### src/design/ppo_pkg.sv
// Purpose: Constants for the pulse pattern output block
// Assumes: Classic Wishbone, 32-bit data, word-aligned registers
// Notes:   Register offsets are byte addresses
package ppo_pkg;
    localparam int          PPO_AW            = 6;
    localparam int          PPO_GROUPS        = 4;
    localparam int          PPO_PINS          = 16;
    localparam int          PPO_TIMER_CH      = 4;
    localparam logic [5:0]  PPO_OFF_NDE_HIGH  = 6'h00;
    localparam logic [5:0]  PPO_OFF_NDE_LOW   = 6'h04;
    localparam logic [5:0]  PPO_OFF_OD_HIGH   = 6'h08;
    localparam logic [5:0]  PPO_OFF_OD_LOW    = 6'h0C;
    localparam logic [5:0]  PPO_OFF_NV_HIGH   = 6'h10;
    localparam logic [5:0]  PPO_OFF_NV_LOW    = 6'h14;
    localparam logic [5:0]  PPO_OFF_TRIG_SEL  = 6'h18;
    localparam logic [5:0]  PPO_OFF_MODE      = 6'h1C;
    localparam logic [5:0]  PPO_OFF_NV_G3     = 6'h20;
    localparam logic [5:0]  PPO_OFF_NV_G2     = 6'h24;
    localparam logic [5:0]  PPO_OFF_NV_G1     = 6'h28;
    localparam logic [5:0]  PPO_OFF_NV_G0     = 6'h2C;
    localparam int          PPO_MODE_SPLIT_HI = 0;
    localparam int          PPO_MODE_SPLIT_LO = 1;
    localparam int          PPO_MODE_STOP     = 2;
    localparam logic [7:0]  PPO_RST_BYTE      = 8'h00;
    localparam logic [7:0]  PPO_RST_TRIG_SEL  = 8'hFF;
    localparam logic [2:0]  PPO_RST_MODE      = 3'h0;
    localparam logic [3:0]  PPO_RSVD_NIBBLE   = 4'hF;
endpackage : ppo_pkg

### src/design/ppo_top.sv
// Purpose: Sixteen pulse outputs in four 4-bit groups, updated on timer compare match
// Assumes: Classic Wishbone slave, one wait state, ack one cycle after request
// Notes:   Trigger inputs are one-cycle pulses synchronous to clk_i
`timescale 1ns/100ps
// What this block does
// - Sixteen outputs form four independent four-bit groups that may run together.
// - Triggers come from compare matches of a sixteen-bit timer time base.
// - Pins 15-12 group 3, 11-8 group 2, 7-4 group 1, 3-0 group 0.
// - Enabled upper-byte bits copy next value into output data on trigger.
// - Enabled lower-byte bits copy next value into output data on trigger.
// - Disabled bits keep output data unchanged when a trigger occurs.
// - Software writes to output data bits are ignored while enabled.
// - Software may write output data bits while their enable is clear.
// - All sixteen enable bits reset to zero.
// - Output data resets to zero; enable and data readable and writable.
// - A module stop state halts the pulse generator.
// - A transfer engine may reload next values, driven by timer events.
// - Each group has a two-bit trigger select, channels 0 to 3, reset 11.
// - Split next-value nibble addresses read the unused nibble as ones.
module ppo_top (
    input  wire logic                      clk_i,
    input  wire logic                      rst_i,
    input  wire logic                      ce_i,
    input  wire logic [ppo_pkg::PPO_AW-1:0] wb_adr_i,
    input  wire logic [31:0]               wb_dat_i,
    output logic      [31:0]               wb_dat_o,
    input  wire logic                      wb_we_i,
    input  wire logic [3:0]                wb_sel_i,
    input  wire logic                      wb_cyc_i,
    input  wire logic                      wb_stb_i,
    output logic                           wb_ack_o,
    input  wire logic [3:0]                timer_match_i,
    input  wire logic                      module_stop_i,
    output logic      [15:0]               pulse_out_o,
    output logic                           halted_o
);
    logic [15:0] enable_q;
    logic [15:0] out_data_q;
    logic [15:0] next_val_q;
    logic [7:0]  trig_sel_q;
    logic [2:0]  mode_q;
    logic        ack_q;
    logic [31:0] rdata_q;
    logic [31:0] rdata_d;
    logic        access;
    logic        wr;
    logic        stopped;
    logic        wr_nde_high;
    logic        wr_nde_low;
    logic        wr_trig_sel;
    logic        wr_mode;
    logic [15:0] out_data_d;
    logic [15:0] wr_mask;
    logic [15:0] wr_data;
    logic [15:0] nv_mask;
    logic [15:0] nv_data;

    assign access   = wb_cyc_i & wb_stb_i & ~ack_q;
    assign wr       = access & wb_we_i & wb_sel_i[0];
    assign stopped  = module_stop_i | mode_q[ppo_pkg::PPO_MODE_STOP];
    assign halted_o = stopped;

    // Decoded write strobes for the plain byte registers
    assign wr_nde_high = wr && (wb_adr_i == ppo_pkg::PPO_OFF_NDE_HIGH);
    assign wr_nde_low  = wr && (wb_adr_i == ppo_pkg::PPO_OFF_NDE_LOW);
    assign wr_trig_sel = wr && (wb_adr_i == ppo_pkg::PPO_OFF_TRIG_SEL);
    assign wr_mode     = wr && (wb_adr_i == ppo_pkg::PPO_OFF_MODE);

    // One slice per group: its trigger pick and its four output data bits
    for (genvar g = 0; g < ppo_pkg::PPO_GROUPS; g++) begin : g_slice
        logic [1:0] sel;
        logic       fire;
        logic [3:0] en;
        logic [3:0] nxt;
        logic [3:0] sw_mask;
        logic [3:0] sw_data;
        logic [3:0] nib_d;

        assign sel     = trig_sel_q[2*g +: 2];
        assign fire    = timer_match_i[sel] & ~stopped;
        assign en      = enable_q[4*g +: 4];
        assign nxt     = next_val_q[4*g +: 4];
        assign sw_mask = wr ? wr_mask[4*g +: 4] : 4'h0;
        assign sw_data = wr_data[4*g +: 4];

        // Enabled bits follow the trigger, disabled bits take software writes
        always_comb begin
            nib_d = out_data_q[4*g +: 4];
            for (int b = 0; b < 4; b++) begin
                if (en[b]) begin
                    if (fire) begin
                        nib_d[b] = nxt[b];
                    end
                end else if (sw_mask[b]) begin
                    nib_d[b] = sw_data[b];
                end
            end
        end

        assign out_data_d[4*g +: 4] = nib_d;
    end

    // Software write lanes into the byte halves of the two 16-bit registers and the nibbles of next value only
    always_comb begin
        wr_mask = 16'h0000;
        wr_data = {wb_dat_i[7:0], wb_dat_i[7:0]};
        nv_mask = 16'h0000;
        nv_data = {wb_dat_i[7:0], wb_dat_i[7:0]};
        case (wb_adr_i)
            ppo_pkg::PPO_OFF_OD_HIGH:  wr_mask = 16'hFF00;
            ppo_pkg::PPO_OFF_OD_LOW:   wr_mask = 16'h00FF;
            ppo_pkg::PPO_OFF_NV_HIGH:  nv_mask = 16'hFF00;
            ppo_pkg::PPO_OFF_NV_LOW:   nv_mask = 16'h00FF;
            ppo_pkg::PPO_OFF_NV_G3:    nv_mask = 16'hF000;
            ppo_pkg::PPO_OFF_NV_G2:    nv_mask = 16'h0F00;
            ppo_pkg::PPO_OFF_NV_G1:    nv_mask = 16'h00F0;
            ppo_pkg::PPO_OFF_NV_G0:    nv_mask = 16'h000F;
            default: begin
                wr_mask = 16'h0000;
                nv_mask = 16'h0000;
            end
        endcase
    end

    always_ff @(posedge clk_i) begin
        if (rst_i) begin
            enable_q <= {ppo_pkg::PPO_RST_BYTE, ppo_pkg::PPO_RST_BYTE};
        end else if (ce_i) begin
            if (wr_nde_high) begin
                enable_q[15:8] <= wb_dat_i[7:0];
            end
            if (wr_nde_low) begin
                enable_q[7:0] <= wb_dat_i[7:0];
            end
        end
    end

    // Output data: trigger transfer for enabled bits, software write for disabled bits
    always_ff @(posedge clk_i) begin
        if (rst_i) begin
            out_data_q <= {ppo_pkg::PPO_RST_BYTE, ppo_pkg::PPO_RST_BYTE};
        end else if (ce_i) begin
            out_data_q <= out_data_d;
        end
    end

    // Next values, reloadable by any bus master including a transfer engine
    always_ff @(posedge clk_i) begin
        if (rst_i) begin
            next_val_q <= {ppo_pkg::PPO_RST_BYTE, ppo_pkg::PPO_RST_BYTE};
        end else if (ce_i && wr) begin
            for (int b = 0; b < ppo_pkg::PPO_PINS; b++) begin
                if (nv_mask[b]) begin
                    next_val_q[b] <= nv_data[b];
                end
            end
        end
    end

    always_ff @(posedge clk_i) begin
        if (rst_i) begin
            trig_sel_q <= ppo_pkg::PPO_RST_TRIG_SEL;
        end else if (ce_i && wr_trig_sel) begin
            trig_sel_q <= wb_dat_i[7:0];
        end
    end

    // Mode: bit 2 halts trigger transfers, split bits are informational
    always_ff @(posedge clk_i) begin
        if (rst_i) begin
            mode_q <= ppo_pkg::PPO_RST_MODE;
        end else if (ce_i && wr_mode) begin
            mode_q <= wb_dat_i[2:0];
        end
    end

    always_comb begin
        rdata_d = 32'h0000_0000;
        case (wb_adr_i)
            ppo_pkg::PPO_OFF_NDE_HIGH: rdata_d[7:0] = enable_q[15:8];
            ppo_pkg::PPO_OFF_NDE_LOW:  rdata_d[7:0] = enable_q[7:0];
            ppo_pkg::PPO_OFF_OD_HIGH:  rdata_d[7:0] = out_data_q[15:8];
            ppo_pkg::PPO_OFF_OD_LOW:   rdata_d[7:0] = out_data_q[7:0];
            ppo_pkg::PPO_OFF_NV_HIGH:  rdata_d[7:0] = next_val_q[15:8];
            ppo_pkg::PPO_OFF_NV_LOW:   rdata_d[7:0] = next_val_q[7:0];
            ppo_pkg::PPO_OFF_TRIG_SEL: rdata_d[7:0] = trig_sel_q;
            ppo_pkg::PPO_OFF_MODE:     rdata_d[2:0] = mode_q;
            ppo_pkg::PPO_OFF_NV_G3:    rdata_d[7:0] = {next_val_q[15:12], ppo_pkg::PPO_RSVD_NIBBLE};
            ppo_pkg::PPO_OFF_NV_G2:    rdata_d[7:0] = {ppo_pkg::PPO_RSVD_NIBBLE, next_val_q[11:8]};
            ppo_pkg::PPO_OFF_NV_G1:    rdata_d[7:0] = {next_val_q[7:4], ppo_pkg::PPO_RSVD_NIBBLE};
            ppo_pkg::PPO_OFF_NV_G0:    rdata_d[7:0] = {ppo_pkg::PPO_RSVD_NIBBLE, next_val_q[3:0]};
            default:                   rdata_d = 32'h0000_0000;
        endcase
    end

    always_ff @(posedge clk_i) begin
        if (rst_i) begin
            ack_q <= 1'b0;
        end else if (ce_i) begin
            ack_q <= access;
        end
    end

    // Read data is captured when a request is taken and held until the next one
    always_ff @(posedge clk_i) begin
        if (rst_i) begin
            rdata_q <= 32'h0000_0000;
        end else if (ce_i && access) begin
            rdata_q <= rdata_d;
        end
    end

    assign wb_ack_o    = ack_q;
    assign wb_dat_o    = rdata_q;
    assign pulse_out_o = out_data_q;
endmodule : ppo_top

### config.mk
export PLATFORM = sky130hd
export DESIGN_NAME = ppo_top
export DESIGN_NICKNAME = d
export VERILOG_FILES = /design/src/design/ppo_pkg.sv /design/src/design/ppo_top.sv
export SDC_FILE = /design/constraint.sdc
export NUM_CORES = 1
export LEC_CHECK = 0
export ABC_AREA = 1
export BUFFER_PORTS_ARGS = -buffer_cell sky130_fd_sc_hd__clkbuf_2
export CAP_MARGIN = 10
export CORE_ASPECT_RATIO = 0.9
export CORE_MARGIN = 1.5
export CORE_UTILIZATION = 36
export CTS_CLUSTER_DIAMETER = 200
export DETAILED_ROUTE_END_ITERATION = 10
export PLACE_DENSITY = 0.66
export SLEW_MARGIN = 30
export SYNTH_ARGS = -nofsm -noshare
export SYNTH_HDL_FRONTEND = slang
export SYNTH_SLANG_ARGS = --single-unit
### constraint.sdc
create_clock -name clk_i -period 3.85 [get_ports clk_i]
set_clock_uncertainty 0.05 [all_clocks]
set_input_delay 0.77 -clock clk_i [delete_from_list [all_inputs] [get_ports clk_i]]
set_output_delay 0.77 -clock clk_i [all_outputs]
set_load 0.005 [all_outputs]
==> results of run 1 <==
-- kinds of logic (layout without fill, tap and decap cells) --
kind of cell,Yosys count,in the layout,share of synthesized area
simple gates,331,331,0.365
compound gates,123,123,0.168
mux,2,2,0.00508
buf+inv,94,123,0.116
flops,68,68,0.345
other cells,1,24,0.000951
-- final cells by class --
cell class	instances	area share
multi-input cells	480	0.493
clock inverters	2	0.00223
repair buffers	54	0.0619
inverters	54	0.0451
well taps	133	0.0371
flip-flops and latches	68	0.303
clock buffers	13	0.0580
-- critical path, delay by kind of cell --
family,cells,cell delay [ns]
AO/OA/AOI/OAI,2,0.39
buffers and inverters,1,0.11
AND/OR/NAND/NOR,4,1.16
-- worst max-delay path by stage --
stage	from	to	slack (ns)	cells after the start
floorplan	wb_cyc_i	enable_q[1]	1.99	8
finish	wb_adr_i[1]	enable_q[3]	1.56	7
CTS	wb_adr_i[1]	enable_q[3]	1.63	7
global route	wb_adr_i[1]	pulse_out_o[10]	1.44	9
global placement	wb_adr_i[1]	enable_q[5]	1.30	7
detailed placement	wb_adr_i[1]	enable_q[3]	1.27	7
-- synth_stat cells --
cell type	instances
clkbuf_1	6
nand3_1	22
nand3_2	3
dfxtp_1	68
nand3b_4	1
nor3_1	1
inv_2	10
buf_1	4
o211ai_1	11
nand2_1	209
nor2_4	6
inv_1	43
nand2_2	4
mux2i_1	2
clkinv_1	1
buf_2	4
a31oi_1	16
nor2_1	54
buf_4	26
nand4_1	21
conb_1	1
o21ai_1	5
a21oi_1	46
nor2_2	10
o21ai_0	45
-- layer usage --
metal | up-vias | GRT usage | wire [µm]
met1 | 1950 | 0.288 | 5580
met5 | - | 0 | 0
met4 | 0 | 0.112 | 362
met2 | 146 | 0.338 | 5430
li1 | 2086 | - | -
met3 | 23 | 0.0368 | 662
-- metrics by stage --
| step | hold WS (ns) | power, mW | cells |
|---|---|---|---|
| 2_1_floorplan | 0.405 | 0.811 | 642 |
| 3_5_place_dp | 0.410 | 0.840 | 789 |
| 5_1_grt | 0.428 | 1.64 | 804 |
| 4_1_cts | 0.418 | 1.60 | 804 |
| 6_report | 0.418 | 1.59 | 804 |
| 3_3_place_gp | 0.406 | 0.838 | 789 |
-- sequential cells by signal, summed over array words and instances, names as in the netlist --
register / cells
mode_q: 3
next_val_q: 16
wb_dat_o: 8
enable_q: 16
pulse_out_o: 16
trig_sel_q: 8
wb_ack_o: 1
-- placed cells by master, fill, tap and decap left out, types with 10 or more instances in the layout --
cell type,Yosys,routed
o211ai_1,11,11
nor2_1,54,54
a31oi_1,16,16
dfxtp_1,68,68
inv_2,10,10
inv_1,43,43
conb_1,1,24
nand4_1,21,21
nand2_1,209,209
nand3_1,22,22
clkbuf_2,0,51
a21oi_1,46,46
o21ai_0,45,45
nor2_2,10,10
-- power groups by stage --
stage	clock (mW)	sequential, mW	combinational (mW)
6_report	0.761	0.707	0.120
5_1_grt	0.801	0.706	0.134
2_1_floorplan	0	0.722	0.0890
3_3_place_gp	0	0.722	0.116
4_1_cts	0.773	0.707	0.119
3_5_place_dp	0	0.722	0.118
==> impl_metrics.yaml, run 1 <==
worst_setup_path:
  max_stage_delay_ns: 0.44
  required_ns: 4.00
  cp-end-kind: "register"
  path_max_fanout: 16
  rrSetupSlack_ns: 1.82
  rr_startpoint: "wb_ack_o"
  critPathKind: "input port to register"
  crit_top_cell: "nand2_1"
  worst-r2r-cell-count: 7
  crit_chain: "clkbuf_2, nor2_4, nand2_1, nor2_2, nand2_1, o21ai_0, a21oi_1"
  reg2reg_to: "enable_q[3]"
  critPathSlowestCell: "nand2_1"
  startpoint_type: "input port"
  crit_arrival_ns: 2.44
sta:
  fmaxAchievable_ghz: 0.437
  slew_viol_final: 0
  finalCritPeriodShare: 0.594
  slew_headroom: 0.584
  setup_viol: 0
  setup_slack_ns: 1.56
  tightest_slew_ns: 0.623
  fin_setup_tns_ns: 0
  hold_viol: 0
  period_minus_slack_ns: 2.29
  rsz0062_at_grt: "no"
hold_path:
  hp-class: "register to register"
  hold_end: "wb_dat_o[6]"
  min_path_cells: 2
  hp-start: "wb_dat_o[6]"
die:
  die_w_um: 113
  chipHeight_um: 102
  core-area_um2: 10800
  dieArea_um2: 11600
  row_count: 36
  start_util: 0.366
  io_pins: 103
power_and_ir_drop:
  power_frac_clock: 0.479
  max-vdd-ir-drop_v: 0.000191
  swShare: 0.243
  seqPwrFrac: 0.445
  p_per_area_nw_per_um2: 354
  p_comb_frac: 0.076
  p_sw_mw: 0.386
  leakage_nw: 2.15
  intPower_mw: 1.20
clock_network:
  post-cts-setup-buffers: 0
  tritoncts: "done"
  h-tree-depth: 3
  numCtsBuffers: 9
  cts_sinks: 68
  clk_pin_slew_worst_paths_ns: 0.05
  ctsResizeCount: 0
  postCtsHoldBufs: 0
  clock_path_buffers: 2
  cts_root_buffer: "clkbuf_16"
  clk_latency_ns: 0.34
logic_synthesis:
  syn_area_per_cell_um2: 6.37
  syn_inst: 619
  synth_area_leaders: "dfxtp_1 35%, nand2_1 20%, a21oi_1 5.8%"
  seq_area_frac_synth: 0.345
  synth_cell_types: 25
  synth_largest_area_cell: "dfxtp_1"
  yosys_warnings: 0
  synth_seq_cells: 68
  yosys.area.top_type_share: 0.345
  netlist_area_um2: 3940
final_layout:
  diodes: 0
  multiInputGateArea_um2: 2210
  drive_gt1_frac: 0.151
  fillerInstances: 1122
  final_core_util: 0.417
  syn_to_final_growth_pct: 13.9
  nets: 720
  register_area_um2: 1360
  fin_area_um2: 4490
status:
  run_status: "finished, final reports clean"
global_routing:
  grt_max_degree: 34
  grt_pass1_vias: 3676
  grt_pass1_wl_mm: 18.9
  antenna_found_initial: 0
  track_usage: 0.215
  overflow: 0
place:
  place_area_um2: 4220
  post-place-ws_ns: 1.27
  dp_hpwl_mm: 9.00
  gp_congestion: 0.913
  portBuffers: 51
routing:
  first_pass_iters: 5
  wl_mm: 12.0
  wire_per_inst_um: 15.0
  ant_nets: 0
  drcViolationCount: 0
  drt_iter0_markers: 234
  via_per_inst: 5.23
  vias: 4205
job:
  maxCapViolCount: 0
No activity file was read; power rests on OpenSTA's default activity.
==> run 2: changes to the inputs <==
Settings changed: ABC_AREA 1 to 0, PLACE_DENSITY 0.66 to 0.68.
Clock period 3.85 ns to 2.1 ns, I/O delays scaled along.
==> run 2 against run 1 <==
Combinational power grew 130%. Core utilization up 2.4 points. Non-clock buffer count rose by 35. Largest power group unchanged. Critical path depth down 2. Cell count fell by 19%. Clock power increased by 89%. Count of clock-buffer cells in the layout is the same. Sequential share of layout area shrank 1.8 points. Cell area grew 6.3%. Sequential power rose by 82%. Wire length down 0.92%. Register-to-register slack lost 1.6 ns.
==> impl_metrics.yaml, run 2 <==
power_and_ir_drop:
  p_sw_mw: 0.755
  intPower_mw: 2.25
  p_total_mw: 3.00
  p_per_area_nw_per_um2: 629
  seqPwrFrac: 0.431
  swShare: 0.251
  max-vdd-ir-drop_v: 0.000448
  power_frac_clock: 0.479
  leakage_nw: 1.69
  p_comb_frac: 0.090
routing:
  wire_per_inst_um: 18.3
  ant_nets: 0
  first_pass_iters: 6
  drcViolationCount: 0
  vias: 3824
  wl_mm: 11.9
  via_per_inst: 5.87
  drt_iter0_markers: 334
clock_network:
  clk_latency_ns: 0.33
  postCtsHoldBufs: 0
  ctsResizeCount: 0
  tritoncts: "done"
  numCtsBuffers: 9
  cts_sinks: 68
  post-cts-setup-buffers: 0
  cts_root_buffer: "clkbuf_16"
  clk_pin_slew_worst_paths_ns: 0.05
  clock_path_buffers: 2
  h-tree-depth: 3
worst_setup_path:
  required_ns: 2.28
  worst-r2r-cell-count: 4
  crit_arrival_ns: 2.24
  rr_startpoint: "wb_ack_o"
  reg2reg_to: "pulse_out_o[7]"
  path_max_fanout: 12
  startpoint_type: "input port"
  rrSetupSlack_ns: 0.20
  cp-end-kind: "register"
  critPathKind: "input port to register"
  critPathCapture: "pulse_out_o[7]"
  worstSetupStartpoint: "wb_adr_i[5]"
logic_synthesis:
  synth_edf_count: 0
  synth_flop_cell: "dfxtp_1"
  seq_area_frac_synth: 0.341
  yosys_warnings: 0
  yosys.area.top_type_share: 0.341
  synth_common_cells: "68 x dfxtp_1, 42 x mux2i_1, 38 x a21oi_1"
  synth_seq_cells: 68
  synthArstFlopShare: 0
  syn_area_per_cell_um2: 8.92
  synth_largest_area_cell: "dfxtp_1"
  synth_area_leaders: "dfxtp_1 34%, mux2i_1 11%, a21oi_1 4.8%"
  synth_cell_types: 58
  synth.most_common_cell: "dfxtp_1"
  syn_inst: 447
  netlist_area_um2: 3990
final_layout:
  final_common_cell: "dfxtp_1"
  nets: 566
  diodes: 0
  mostFrequentLayoutCells: "68 x dfxtp_1, 51 x clkbuf_2, 42 x mux2i_1"
  syn_to_final_growth_pct: 19.7
  fillerInstances: 1010
  stdcell_count: 651
  drive_gt1_frac: 0.259
global_routing:
  antenna_found_initial: 0
  grt_pass1_vias: 3552
  grt_max_degree: 57
  overflow: 0
  track_usage: 0.208
  grt_pass1_wl_mm: 19.0
die:
  dieArea_um2: 11700
  core-area_um2: 10800
  io_pins: 103
  chipHeight_um: 103
  row_count: 36
  die_w_um: 114
  start_util: 0.369
place:
  dpl.cell_count: 635
  dp_hpwl_mm: 8.55
  portBuffers: 51
  gp_congestion: 0.855
  post-place-ws_ns: -0.221
sta:
  setup_viol: 0
  setup_slack_ns: 0.0436
  rsz0062_at_grt: "no"
  hold_viol: 0
  period_minus_slack_ns: 2.06
  fmaxAchievable_ghz: 0.486
  slew_viol_final: 0
  holdWs_ns: 0.400
  finalCritPeriodShare: 0.979
  fin_setup_tns_ns: 0
  slew_headroom: 0.661
  tightest_slew_ns: 0.505
job:
  maxCapViolCount: 0
hold_path:
  hp-class: "input port to register"
status:
  run_status: "finished, final reports clean"
==> run 2: changes by cell type in the layout (fill, tap and decap cells not counted), sizes merged, moves of 19 or more <==
cell / previous run / this run
buf: 3 / 38
nand2: 213 / 23
nor2: 70 / 22
mux2i: 2 / 42
nand4: 21 / 2
inv: 53 / 11
o21ai: 50 / 26
==> run 2: power groups by stage <==
stage / combinational, mW / clock [mW] / sequential [mW]
6_report: 0.271 / 1.44 / 1.29
3_5_place_dp: 0.263 / 0 / 1.32
2_1_floorplan: 0.178 / 0 / 1.32
4_1_cts: 0.265 / 1.45 / 1.29
3_3_place_gp: 0.258 / 0 / 1.32
5_1_grt: 0.291 / 1.51 / 1.29
==> run 2: worst min-delay path by stage <==
stage | from | end | slack (ns) | cells after the start
global route | wb_dat_i[6] | enable_q[14] | 0.41 | 3
global placement | next_val_q[6] | next_val_q[6] | 0.42 | 2
detailed placement | next_val_q[4] | next_val_q[4] | 0.43 | 2
floorplan | next_val_q[6] | next_val_q[6] | 0.40 | 2
CTS | wb_dat_i[4] | enable_q[4] | 0.39 | 3
finish | wb_dat_i[4] | enable_q[4] | 0.40 | 3
==> run 2: logic make-up after synthesis <==
group                     after synthesis  share of synthesized area
AOI/OAI and AO/OA                     129                      0.227
xor gates and xnor gates                1                    0.00220
buffers and inverters                  68                     0.0898
DFF                                    68                      0.341
muxes                                  50                      0.151
other                                   1                   0.000941
and+or+nand+nor                       130                      0.188
==> run 2: metrics by stage <==
stage | util | area [µm²]
after global routing | 0.442 | 4770
after CTS | 0.442 | 4770
after floorplan | - | 4090
after detailed placement | 0.416 | 4490
final | 0.442 | 4770
after global placement | 0.416 | 4490
==> run 2: critical path, cell delays in order <==
cell and delay, ns:
clkbuf_2 0.09, or4_4 0.57, or4_4 0.65, o211a_1 0.26, a211oi_1 0.25
==> run 2: per-layer routing <==
metal  track usage  share of wire  wire (µm)  up-vias
li1              -              -          -     1791
met1         0.290           0.47       5580     1851
met2         0.317           0.44       5200      164
met3        0.0482          0.078        935       18
met4        0.0740          0.017        199        0
met5             0              0          0        -
==> run 2: final cells by class <==
type	instances	area, µm²	area share
Multi-Input combinational cell	334	2360	0.494
Sequential cell	68	1360	0.285
Timing Repair Buffer	89	566	0.118
Clock buffer	13	260	0.0545
Tap cell	133	166	0.0349
Inverter	11	41.3	0.00865
Clock inverter	3	21.3	0.00446
